## src/pkg/twc_pkg.sv

```systemverilog
// Purpose: shared constants and types for the 8-bit waveform timer
// Assumes: 8-bit register port, one core clock
// Notes: mode, action and clock-select codes are the register encodings
package twc_pkg;

  // ***********************************************
  // register map and fields
  // ***********************************************
  localparam logic [7:0] ADDR_CTRL_A = 8'h44;
  localparam logic [7:0] ADDR_CTRL_B = 8'h45;
  localparam logic [7:0] CTRL_RESET = 8'h00;
  localparam logic [7:0] CTRL_A_MASK = 8'hF3; // unimplemented bits 3:2
  localparam logic [7:0] CTRL_B_MASK = 8'h0F; // strobes 7:6 never stored
  localparam logic [7:0] READ_IDLE = 8'h00;
  localparam int unsigned ACT_A_LSB = 6;
  localparam int unsigned ACT_B_LSB = 4;
  localparam int unsigned WGM_LSB = 0;
  localparam int unsigned WGM_HI_BIT = 3;
  localparam int unsigned FORCE_A_BIT = 7;
  localparam int unsigned FORCE_B_BIT = 6;
  localparam int unsigned CS_LSB = 0;

  // ***********************************************
  // counter limits and mode codes
  // ***********************************************
  localparam logic [7:0] CNT_MAX = 8'hFF;
  localparam logic [7:0] CNT_BOTTOM = 8'h00;
  localparam logic [7:0] CNT_STEP = 8'h01;
  localparam logic [2:0] MODE_NORMAL = 3'h0;
  localparam logic [2:0] MODE_PC_MAX = 3'h1;
  localparam logic [2:0] MODE_CTC = 3'h2;
  localparam logic [2:0] MODE_FAST_MAX = 3'h3;
  localparam logic [2:0] MODE_PC_OCR = 3'h5;
  localparam logic [2:0] MODE_FAST_OCR = 3'h7;
  localparam logic [1:0] ACT_OFF = 2'h0;
  localparam logic [1:0] ACT_TOGGLE = 2'h1;
  localparam logic [1:0] ACT_CLEAR = 2'h2;
  localparam logic [1:0] ACT_SET = 2'h3;

  // ***********************************************
  // clock select and prescaler taps
  // ***********************************************
  localparam logic [2:0] CS_STOP = 3'h0;
  localparam logic [2:0] CS_DIV1 = 3'h1;
  localparam logic [2:0] CS_DIV8 = 3'h2;
  localparam logic [2:0] CS_DIV64 = 3'h3;
  localparam logic [2:0] CS_DIV256 = 3'h4;
  localparam logic [2:0] CS_DIV1024 = 3'h5;
  localparam logic [2:0] CS_EXT_FALL = 3'h6;
  localparam logic [2:0] CS_EXT_RISE = 3'h7;
  localparam int unsigned PRESC_W = 10;
  localparam logic [9:0] TAP_DIV8 = 10'h007;
  localparam logic [9:0] TAP_DIV64 = 10'h03F;
  localparam logic [9:0] TAP_DIV256 = 10'h0FF;
  localparam logic [9:0] TAP_DIV1024 = 10'h3FF;
  localparam logic [9:0] PRESC_ONE = 10'h001;

  // ***********************************************
  // carriers and state
  // ***********************************************
  typedef struct packed {
    logic [7:0] addr;
    logic [7:0] wdata;
    logic wr;
    logic rd;
  } twc_io_req_s;

  typedef struct packed {
    logic level;
    logic oe;
  } twc_pin_s;

  typedef enum logic {TWC_UP, TWC_DOWN} twc_dir_e;

endpackage

```

## src/rtl/twc_prescaler.sv

```systemverilog
// Purpose: timer tick enable from prescaler, external pin or oscillator
// Assumes: pins are asynchronous to core_clk
// Notes: output is a one-cycle enable, never a clock
module twc_prescaler #(
  parameter bit ASYNC_SRC = 1'b0
) (
  input wire logic core_clk,
  input wire logic sys_rst,
  input wire logic [2:0] clock_source_select,
  input wire logic external_count_pin,
  input wire logic osc_clk_pin,
  output logic timer_tick_enable
);
  import twc_pkg::*;

  logic [2:0] ext_sync_r;
  logic [2:0] osc_sync_r;
  logic ext_level_r;
  logic osc_level_r;
  logic [PRESC_W-1:0] div_r;
  logic tick_nxt;

  // three-stage synchronisers, level accepted once stages 2 and 3 agree
  always_ff @(posedge core_clk) begin
    if (sys_rst) begin
      ext_sync_r <= 3'h0;
      osc_sync_r <= 3'h0;
      ext_level_r <= 1'b0;
      osc_level_r <= 1'b0;
    end else begin
      ext_sync_r <= {ext_sync_r[1:0], external_count_pin};
      osc_sync_r <= {osc_sync_r[1:0], osc_clk_pin};
      if (ext_sync_r[2] == ext_sync_r[1]) ext_level_r <= ext_sync_r[2];
      if (osc_sync_r[2] == osc_sync_r[1]) osc_level_r <= osc_sync_r[2];
    end
  end

  // edges of the filtered levels
  wire ext_agree_w = ext_sync_r[2] == ext_sync_r[1];
  wire ext_rise_w = ext_agree_w & ext_sync_r[2] & ~ext_level_r;
  wire ext_fall_w = ext_agree_w & ~ext_sync_r[2] & ext_level_r;
  wire osc_rise_w = (osc_sync_r[2] == osc_sync_r[1]) & osc_sync_r[2] & ~osc_level_r;
  wire base_en_w = ASYNC_SRC ? osc_rise_w : 1'b1;

  // free-running prescaler; shared taps keep all divisions phase locked
  always_ff @(posedge core_clk) begin
    if (sys_rst) div_r <= '0;
    else if (base_en_w) div_r <= div_r + PRESC_ONE;
  end

  always_comb begin
    unique case (clock_source_select)
      CS_STOP: tick_nxt = 1'b0;
      CS_DIV1: tick_nxt = base_en_w;
      CS_DIV8: tick_nxt = base_en_w & ((div_r & TAP_DIV8) == TAP_DIV8);
      CS_DIV64: tick_nxt = base_en_w & ((div_r & TAP_DIV64) == TAP_DIV64);
      CS_DIV256: tick_nxt = base_en_w & ((div_r & TAP_DIV256) == TAP_DIV256);
      CS_DIV1024: tick_nxt = base_en_w & (div_r == TAP_DIV1024);
      CS_EXT_FALL: tick_nxt = ext_fall_w;
      CS_EXT_RISE: tick_nxt = ext_rise_w;
    endcase
  end

  always_ff @(posedge core_clk) begin
    if (sys_rst) timer_tick_enable <= 1'b0;
    else timer_tick_enable <= tick_nxt;
  end

  AST_TICK_PULSE:
    assert property (@(posedge core_clk) disable iff (sys_rst)
      (timer_tick_enable && clock_source_select == CS_DIV8
       && $stable(clock_source_select)) |=> !timer_tick_enable [*7])
    else $error("prescaled tick not a single-cycle enable");

  AST_TICK_STOP:
    assert property (@(posedge core_clk) disable iff (sys_rst)
      (clock_source_select == CS_STOP) [*2] |-> !timer_tick_enable)
    else $error("tick while clock source stopped");

endmodule

```

## src/rtl/twc_timer.sv

```systemverilog
// Purpose: 8-bit timer with two compare channels and waveform outputs
// Assumes: compare values come from their registers outside, same clock
// Notes: flags leave as one-cycle pulses to the flag register
//
// How it works
// - everything runs on core_clk; the timer tick is only an enable
// - asynchronous instances take counter timing from the oscillator pin
// - nonzero action overrides the pin, except PWM toggle on B or on A without mode high bit; driver on only with direction set
// - non-PWM channel A: off, toggle, clear or set on match
// - non-PWM channel B uses the same action encoding as channel A
// - fast PWM channel A: clear on match set at bottom, or inverse
// - PWM channel A toggle action works only with mode high bit set
// - fast PWM channel B as A; toggle code reserved in PWM modes
// - phase-correct channel A: clear up-match, set down-match, or inverse
// - phase-correct channel B behaves like channel A
// - fast PWM, A compare equal TOP: match ignored, action at bottom
// - phase-correct, compare equal TOP: match ignored, action at TOP
// - fast PWM, B compare equal TOP: match ignored, action at bottom
// - mode select decodes counter sequence and TOP source
// - compare buffers update per mode; overflow at MAX, BOTTOM or TOP
// - clear-on-match and fast PWM with A as TOP clear on A match
// - force strobe applies action in non-PWM modes, no flag, reads zero
// - clock source: stop, divide 1/8/64/256/1024, pin falling or rising
module twc_timer #(
  parameter bit ASYNC_SRC = 1'b0
) (
  input wire logic core_clk,
  input wire logic sys_rst,
  input wire twc_pkg::twc_io_req_s io_req,
  output logic [7:0] io_rdata,
  input wire logic [7:0] chan_a_compare_value,
  input wire logic [7:0] chan_b_compare_value,
  input wire logic pin_dir_a,
  input wire logic pin_dir_b,
  input wire logic external_count_pin,
  input wire logic osc_clk_pin,
  output logic [7:0] counter_value,
  output logic chan_a_match_flag,
  output logic chan_b_match_flag,
  output logic overflow_flag,
  output twc_pkg::twc_pin_s chan_a_waveform_out,
  output twc_pkg::twc_pin_s chan_b_waveform_out
);
  import twc_pkg::*;

  // ***********************************************
  // waveform step
  // ***********************************************

  // next waveform level for one channel in the current mode
  function automatic logic wave_step(
    input logic cur,
    input logic [1:0] act,
    input logic tog_ok,
    input logic hit,
    input logic up,
    input logic top_ev,
    input logic cmp_top,
    input logic nonpwm,
    input logic fast,
    input logic pc
  );
    logic v;
    v = cur;
    if (nonpwm) begin
      if (hit) begin
        unique case (act)
          ACT_OFF: v = cur;
          ACT_TOGGLE: v = ~cur;
          ACT_CLEAR: v = 1'b0;
          ACT_SET: v = 1'b1;
        endcase
      end
    end else if (fast || pc) begin
      if (act == ACT_TOGGLE) begin
        if (tog_ok && hit) v = ~cur;
      end else if (act[1]) begin
        if (fast && top_ev) begin
          // counter leaves TOP for BOTTOM: set non-inverting, clear inverting
          v = (act == ACT_CLEAR);
        end else if (pc && cmp_top) begin
          if (top_ev) v = (act == ACT_CLEAR);
        end else if (hit && !cmp_top) begin
          v = up ? (act == ACT_SET) : (act == ACT_CLEAR);
        end
      end
    end
    return v;
  endfunction

  // ***********************************************
  // state
  // ***********************************************
  logic [7:0] ctrl_a_r;
  logic [7:0] ctrl_b_r;
  logic [7:0] ocr_a_r;
  logic [7:0] ocr_b_r;
  logic [7:0] cnt_r;
  logic [7:0] cnt_nxt;
  twc_dir_e dir_r;
  twc_dir_e dir_nxt;
  logic wave_a_r;
  logic wave_b_r;
  logic tick;

  twc_prescaler #(
    .ASYNC_SRC(ASYNC_SRC)
  ) u_presc (
    .core_clk(core_clk),
    .sys_rst(sys_rst),
    .clock_source_select(ctrl_b_r[CS_LSB +: 3]),
    .external_count_pin(external_count_pin),
    .osc_clk_pin(osc_clk_pin),
    .timer_tick_enable(tick)
  );

  // ***********************************************
  // control decode
  // ***********************************************

  // fields of the control registers
  wire [1:0] act_a_w = ctrl_a_r[ACT_A_LSB +: 2];
  wire [1:0] act_b_w = ctrl_a_r[ACT_B_LSB +: 2];
  wire wgm_hi_w = ctrl_b_r[WGM_HI_BIT];
  wire [2:0] mode_w = {wgm_hi_w, ctrl_a_r[WGM_LSB +: 2]};

  wire nonpwm_w = (mode_w == MODE_NORMAL) || (mode_w == MODE_CTC);
  wire fast_w = (mode_w == MODE_FAST_MAX) || (mode_w == MODE_FAST_OCR);
  wire pc_w = (mode_w == MODE_PC_MAX) || (mode_w == MODE_PC_OCR);
  wire rsvd_w = !(nonpwm_w || fast_w || pc_w);
  wire top_ocr_w = (mode_w == MODE_CTC) || (mode_w == MODE_PC_OCR)
                   || (mode_w == MODE_FAST_OCR);
  wire [7:0] top_w = top_ocr_w ? ocr_a_r : CNT_MAX;

  // counter position
  wire at_top_w = cnt_r == top_w;
  wire at_bot_w = cnt_r == CNT_BOTTOM;
  wire at_max_w = cnt_r == CNT_MAX;
  wire up_w = dir_r == TWC_UP;
  // reserved modes hold the counter still
  wire run_w = tick && !rsvd_w;
  wire top_ev_w = run_w && at_top_w;

  // compare matches on the current count
  wire match_a_w = run_w && (cnt_r == ocr_a_r);
  wire match_b_w = run_w && (cnt_r == ocr_b_r);
  wire cmp_a_top_w = ocr_a_r == top_w;
  wire cmp_b_top_w = ocr_b_r == top_w;

  wire ovf_w = run_w && ((mode_w == MODE_FAST_OCR) ? at_top_w :
                         pc_w ? at_bot_w : at_max_w);

  wire ocr_load_w = nonpwm_w || rsvd_w || top_ev_w;

  // ***********************************************
  // register port decode
  // ***********************************************
  wire wr_a_w = io_req.wr && (io_req.addr == ADDR_CTRL_A);
  wire wr_b_w = io_req.wr && (io_req.addr == ADDR_CTRL_B);
  // force strobes act only in non-PWM modes
  wire force_a_w = wr_b_w && io_req.wdata[FORCE_A_BIT] && nonpwm_w;
  wire force_b_w = wr_b_w && io_req.wdata[FORCE_B_BIT] && nonpwm_w;
  wire [7:0] rd_mux_w = (io_req.addr == ADDR_CTRL_A) ? ctrl_a_r :
                        (io_req.addr == ADDR_CTRL_B) ? ctrl_b_r : READ_IDLE;

  // control registers store only implemented bits
  always_ff @(posedge core_clk) begin
    if (sys_rst) begin
      ctrl_a_r <= CTRL_RESET;
      ctrl_b_r <= CTRL_RESET;
    end else begin
      if (wr_a_w) ctrl_a_r <= io_req.wdata & CTRL_A_MASK;
      if (wr_b_w) ctrl_b_r <= io_req.wdata & CTRL_B_MASK;
    end
  end

  // read data one cycle after the read request
  always_ff @(posedge core_clk) begin
    if (sys_rst) io_rdata <= READ_IDLE;
    else io_rdata <= io_req.rd ? rd_mux_w : READ_IDLE;
  end

  // ***********************************************
  // compare buffers
  // ***********************************************

  // double buffering in PWM modes avoids glitched periods
  always_ff @(posedge core_clk) begin
    if (sys_rst) begin
      ocr_a_r <= CNT_BOTTOM;
      ocr_b_r <= CNT_BOTTOM;
    end else if (ocr_load_w) begin
      ocr_a_r <= chan_a_compare_value;
      ocr_b_r <= chan_b_compare_value;
    end
  end

  // ***********************************************
  // counter
  // ***********************************************

  // count sequence; clear at TOP in single-slope modes
  always_comb begin
    cnt_nxt = cnt_r;
    dir_nxt = dir_r;
    if (run_w) begin
      if (pc_w) begin
        if (up_w) begin
          if (at_top_w) begin
            // a TOP of zero would otherwise wrap to MAX
            cnt_nxt = at_bot_w ? cnt_r : cnt_r - CNT_STEP;
            dir_nxt = TWC_DOWN;
          end else begin
            cnt_nxt = cnt_r + CNT_STEP;
          end
        end else if (at_bot_w) begin
          cnt_nxt = cnt_r + CNT_STEP;
          dir_nxt = TWC_UP;
        end else begin
          cnt_nxt = cnt_r - CNT_STEP;
        end
      end else if (mode_w == MODE_NORMAL) begin
        cnt_nxt = cnt_r + CNT_STEP;
        dir_nxt = TWC_UP;
      end else begin
        cnt_nxt = at_top_w ? CNT_BOTTOM : cnt_r + CNT_STEP;
        dir_nxt = TWC_UP;
      end
    end
  end

  // counter advances only on the tick enable
  always_ff @(posedge core_clk) begin
    if (sys_rst) begin
      cnt_r <= CNT_BOTTOM;
      dir_r <= TWC_UP;
    end else begin
      cnt_r <= cnt_nxt;
      dir_r <= dir_nxt;
    end
  end

  // ***********************************************
  // waveform generators
  // ***********************************************

  wire wave_a_nxt = wave_step(wave_a_r, act_a_w, wgm_hi_w, match_a_w | force_a_w,
                              up_w, top_ev_w, cmp_a_top_w, nonpwm_w, fast_w, pc_w);
  // channel B, toggle never allowed in PWM
  wire wave_b_nxt = wave_step(wave_b_r, act_b_w, 1'b0, match_b_w | force_b_w,
                              up_w, top_ev_w, cmp_b_top_w, nonpwm_w, fast_w, pc_w);

  always_ff @(posedge core_clk) begin
    if (sys_rst) begin
      wave_a_r <= 1'b0;
      wave_b_r <= 1'b0;
    end else begin
      wave_a_r <= wave_a_nxt;
      wave_b_r <= wave_b_nxt;
    end
  end

  // override when any action bit set; PWM toggle code disconnects B, and A unless mode high bit set
  wire ovr_a_w = (fast_w || pc_w) ? (act_a_w[1] || (act_a_w == ACT_TOGGLE && wgm_hi_w))
                                  : (act_a_w != ACT_OFF);
  wire ovr_b_w = (fast_w || pc_w) ? act_b_w[1] : (act_b_w != ACT_OFF);

  // pin driver gated by its direction bit
  always_ff @(posedge core_clk) begin
    if (sys_rst) begin
      chan_a_waveform_out <= '0;
      chan_b_waveform_out <= '0;
    end else begin
      chan_a_waveform_out.level <= wave_a_r;
      chan_a_waveform_out.oe <= ovr_a_w && pin_dir_a;
      chan_b_waveform_out.level <= wave_b_r;
      chan_b_waveform_out.oe <= ovr_b_w && pin_dir_b;
    end
  end

  // ***********************************************
  // flags and count out
  // ***********************************************

  // flags from real matches only, never from a force strobe
  always_ff @(posedge core_clk) begin
    if (sys_rst) begin
      chan_a_match_flag <= 1'b0;
      chan_b_match_flag <= 1'b0;
      overflow_flag <= 1'b0;
      counter_value <= CNT_BOTTOM;
    end else begin
      chan_a_match_flag <= match_a_w;
      chan_b_match_flag <= match_b_w;
      overflow_flag <= ovf_w;
      counter_value <= cnt_nxt;
    end
  end

  // ***********************************************
  // checks
  // ***********************************************
  AST_PIN_RELEASE:
    assert property (@(posedge core_clk) disable iff (sys_rst)
      (act_a_w == ACT_OFF || !pin_dir_a) |=> !chan_a_waveform_out.oe)
    else $error("channel A drives pin while disconnected");

  AST_NONPWM_TOGGLE:
    assert property (@(posedge core_clk) disable iff (sys_rst)
      (nonpwm_w && match_a_w && act_a_w == ACT_TOGGLE)
      |=> ##1 chan_a_waveform_out.level != $past(chan_a_waveform_out.level))
    else $error("channel A did not toggle on match");

  AST_NONPWM_CLEAR_B:
    assert property (@(posedge core_clk) disable iff (sys_rst)
      (nonpwm_w && match_b_w && act_b_w == ACT_CLEAR) |=> ##1 !chan_b_waveform_out.level)
    else $error("channel B not cleared on match");

  AST_FAST_BOTTOM_SET:
    assert property (@(posedge core_clk) disable iff (sys_rst)
      (fast_w && top_ev_w && act_a_w == ACT_CLEAR) |=> wave_a_r)
    else $error("fast PWM channel A not set at bottom");

  AST_PC_UP_CLEAR:
    assert property (@(posedge core_clk) disable iff (sys_rst)
      (pc_w && match_a_w && up_w && !cmp_a_top_w && act_a_w == ACT_CLEAR) |=> !wave_a_r)
    else $error("phase-correct channel A not cleared on up match");

  AST_PC_DOWN_CLEAR_B:
    assert property (@(posedge core_clk) disable iff (sys_rst)
      (pc_w && match_b_w && !up_w && !cmp_b_top_w && act_b_w == ACT_SET) |=> !wave_b_r)
    else $error("phase-correct channel B not cleared on down match");

  AST_NORMAL_WRAP:
    assert property (@(posedge core_clk) disable iff (sys_rst)
      (mode_w == MODE_NORMAL && run_w && at_max_w)
      |=> overflow_flag && counter_value == CNT_BOTTOM)
    else $error("normal mode wrap without overflow");

  AST_CTC_CLEAR:
    assert property (@(posedge core_clk) disable iff (sys_rst)
      (mode_w == MODE_CTC && match_a_w) |=> chan_a_match_flag && cnt_r == CNT_BOTTOM)
    else $error("clear-on-match did not clear counter");

  AST_FORCE_QUIET:
    assert property (@(posedge core_clk) disable iff (sys_rst)
      (force_a_w && !run_w) |=> !chan_a_match_flag && $stable(cnt_r))
    else $error("force strobe raised flag or moved counter");

  AST_RSVD_BITS:
    assert property (@(posedge core_clk) disable iff (sys_rst)
      (io_req.rd && io_req.addr == ADDR_CTRL_B) |=> io_rdata[7:4] == 4'h0)
    else $error("unimplemented control bits read nonzero");

endmodule

```

## config.mk

```make
export PLATFORM = sky130hd
export DESIGN_NAME = twc_timer
export DESIGN_NICKNAME = d
export VERILOG_FILES = /design/src/pkg/twc_pkg.sv /design/src/rtl/twc_prescaler.sv /design/src/rtl/twc_timer.sv
export SDC_FILE = /design/constraint.sdc
export NUM_CORES = 1
export LEC_CHECK = 0
export ABC_AREA = 1
export BUFFER_PORTS_ARGS = -buffer_cell sky130_fd_sc_hd__buf_4
export CORE_MARGIN = 2
export CORE_UTILIZATION = 51
export CTS_CLUSTER_SIZE = 30
export DETAILED_ROUTE_END_ITERATION = 10
export PLACE_DENSITY = 0.8
export SKIP_LAST_GASP = 1
export SYNTH_ARGS = -nofsm -noshare
export SYNTH_HDL_FRONTEND = slang
export SYNTH_SLANG_ARGS = --single-unit
export TNS_END_PERCENT = 100
```

## constraint.sdc

```tcl
create_clock -name core_clk -period 1.73 [get_ports core_clk]
set_input_delay 0.0865 -clock core_clk [delete_from_list [all_inputs] [get_ports core_clk]]
set_output_delay 0.0865 -clock core_clk [all_outputs]
set_load 0.05 [all_outputs]
```

==> results.toml <==
[status]
status = "finished with violations"
violations = "hold timing, setup timing"

[timing]
finalCriticalPeriod_ns = 2.11
finalSetupTns_ns = -7.24
fmax_ghz = 0.473
fin_worst_skew_ns = 0.00644
worst_pin_slew_ns = 0.461
rsz0062_at_grt = "true"
whs_ns = -0.000251
final_max_slew_viol_count = 0
period_share_pct = 122
hold_viol = 1
worst_slew_margin_rel_pct = 69.2
setup_viol = 28
setup_slack_ns = -0.382

[detailed_routing]
wl_per_cell_um = 15.5
met2_length_mm = 6.22
finalWirelength_mm = 12.9
top_layer_used = "met4"
vias = 4629
drc = 0
dr_wl_met3_um = 924
drt_iter0_markers = 366
viasPerCell = 5.54
dr.pass1.iters = 6
met1Wirelength_mm = 5.33
ant_nets = 0

[floorplan]
dieArea_mm2 = 0.00818
io_pins = 63
start_util_pct = 52.6
coreArea_mm2 = 0.00725
fp.dieW_um = 90.5
dieHeight_um = 90.5
rows = 31

[min_path]
hold_path_depth = 3
hp-class = "primary input to register"

[global_route]
antenna_found_initial = 0
grt_pass1_vias = 4260
grt_max_degree = 30
track_usage_pct = 30.6
gr-total-overflow = 0
grt_pass1_wl_mm = 20.1

[job]
max-cap-violations = 0

[placement]
dp.cells = 802
port_buffers = 61
hpwl_mm = 9.16
dp_slack_ns = -0.375
place.gp.congestion = 0.996

[cts]
cts.clk_slew.worst_paths_ns = 0.08
clk_path_buf_depth = 2
clk-insertion-delay-late_ns = 0.35
numCtsBuffers = 9
clock-root-buffer = "clkbuf_8"
h-tree-depth = 3
cts.sinks = 67
cts_tree = "yes"

[yosys]
synth_flop_cell = "dfxtp_1"
syn-cell-area_mm2 = 0.00381
async_flop_share_pct = 0
synth_nets = 634
synth-edff-count = 0
synth_seq_cells = 67
ys_warn_count = 0
synth_cell_type_count = 37
syn_inst = 587
yosysSeqAreaShare_pct = 35.2
synth_area_per_cell_um2 = 6.49

[finish]
final_common_cell = "buf_4"
final_nets = 779
drive_above_1_share_pct = 34.1
n_antenna_cell = 0
area_growth_pct = 47.2
fillers = 554
final_cell_mix = "134 x buf_4, 116 x nand2_1, 68 x inv_1"
fin_cells = 836

[worst_setup_path]
start_kind = "register"
critPathCaptureType = "register"
cp_max_fo = 5
cp_data_required_time_ns = 2.00
ff2ff_path_depth = 15
arrival_ns = 2.39
critPathKind = "register to register"

[pwr]
pwr_density_cell_mw_per_mm2 = 573
leakage_uw = 0.00249
ir_drop_mv = 0.528
Yosys cell counts (2+ instances only):
cell type    n  share of area [%]
ha_1         7                2.3
o21ai_1      2               0.26
o31ai_1      2               0.39
nor2_1      68                6.7
clkbuf_1    12                1.2
nand4_1     14                2.3
nand2_2      6               0.98
dfxtp_1     67                 35
nand2_4      2               0.59
nand3_1     39                5.1
a21oi_1     50                6.6
nor3_1      13                1.7
buf_2        3               0.39
xor2_1      10                2.3
a31oi_1      4               0.66
nand3b_1     3               0.59
xnor2_1      2               0.46
o21ai_0     46                6.0
inv_2        6               0.59
o211ai_1     4               0.79
nor4_1       4               0.66
nand2_1    130                 13
inv_1       71                7.0
o22ai_1      9                1.5
metrics by stage:
stage | total power (uW) | hold WS (ns) | instance area (um^2) | util (%)
3_3_place_gp | 1870 | 0.295 | 4930 | 68.0
3_5_place_dp | 1880 | 0.299 | 4930 | 68.0
4_1_cts | 3210 | 0.0000373 | 5380 | 74.2
5_1_grt | 3340 | 0.00383 | 5610 | 77.4
2_1_floorplan | 1740 | 0.193 | 3930 | -
6_report | 3210 | -0.000251 | 5610 | 77.4
state kept, by name, summed over array words and instances (netlist names), 2 cells and up:
name	cells
counter_value	8
chan_b_waveform_out	2
u_presc.div_r	10
u_presc.ext_sync_r	3
ocr_a_r	8
ctrl_a_r	6
ctrl_b_r	4
io_rdata	8
ocr_b_r	8
chan_a_waveform_out	2
power by group:
group | internal, uW | total (uW) | switching, uW
combinational | 144 | 295 | 151
sequential | 1560 | 1580 | 23.1
clock | 674 | 1340 | 662
critical path: stages (launching register included):
cell	delay [ns]
dfxtp_4	0.37
buf_12	0.13
nand2_8	0.08
buf_6	0.12
nand4_1	0.15
nand2_2	0.13
nand3_2	0.10
nor2_4	0.14
buf_4	0.13
buf_4	0.10
nand2_2	0.11
nand2_1	0.09
nand3_1	0.09
nand3_2	0.08
nand3_2	0.07
a21oi_2	0.15
routing by layer:
metal | vias up | track usage, %
li1 | 2230 | -
met1 | 2131 | 38.4
met2 | 216 | 51.6
met3 | 52 | 4.84
met4 | 0 | 14.2
met5 | - | 0
final cells by class:
cell class              instances  area (um^2)  share of cell area [%]
clock buffers                   9          124                    2.21
clock inverters                 7         77.6                    1.38
inverters                      78          320                    5.71
multi-input cells             427         2420                    43.0
flip-flops and latches         67         1370                    24.5
well taps                      99          124                    2.21
repair buffers                147         1160                    20.6
repair inverters                2         20.0                   0.357
repair_timing:
item                                   4_1_cts  5_1_grt
hold buffers                                 1        2
endpoints found under the hold margin        1        2
gates resized for setup                     46       45
gates cloned                                 2        2
pin swaps                                   19       26
setup endpoints to repair                   28       29
setup buffers                                7        4
logic make-up (layout without fill, tap and decap cells):
family / count (synthesis) / after routing / share of synthesized area [%]
and+or+nand+nor: 284 / 286 / 32.9
AOI/OAI and AO/OA: 122 / 122 / 17.3
xor gates and xnor gates: 12 / 12 / 2.76
buffers and inverters: 95 / 243 / 9.65
DFF: 67 / 67 / 35.2
adders and majority gates: 7 / 7 / 2.30
path summary, 6_finish.rpt:
check | endpoint | from | slack, ns
setup reg to reg | counter_value[2] | ctrl_a_r[0] | -0.38
setup / recovery | counter_value[2] | ctrl_a_r[0] | -0.38
hold / removal | ocr_b_r[7] | chan_b_compare_value[7] | -0.0003
hold reg to reg | u_presc.ext_sync_r[1] | u_presc.ext_sync_r[0] | 0.41
(Power assumes the default switching activity.)
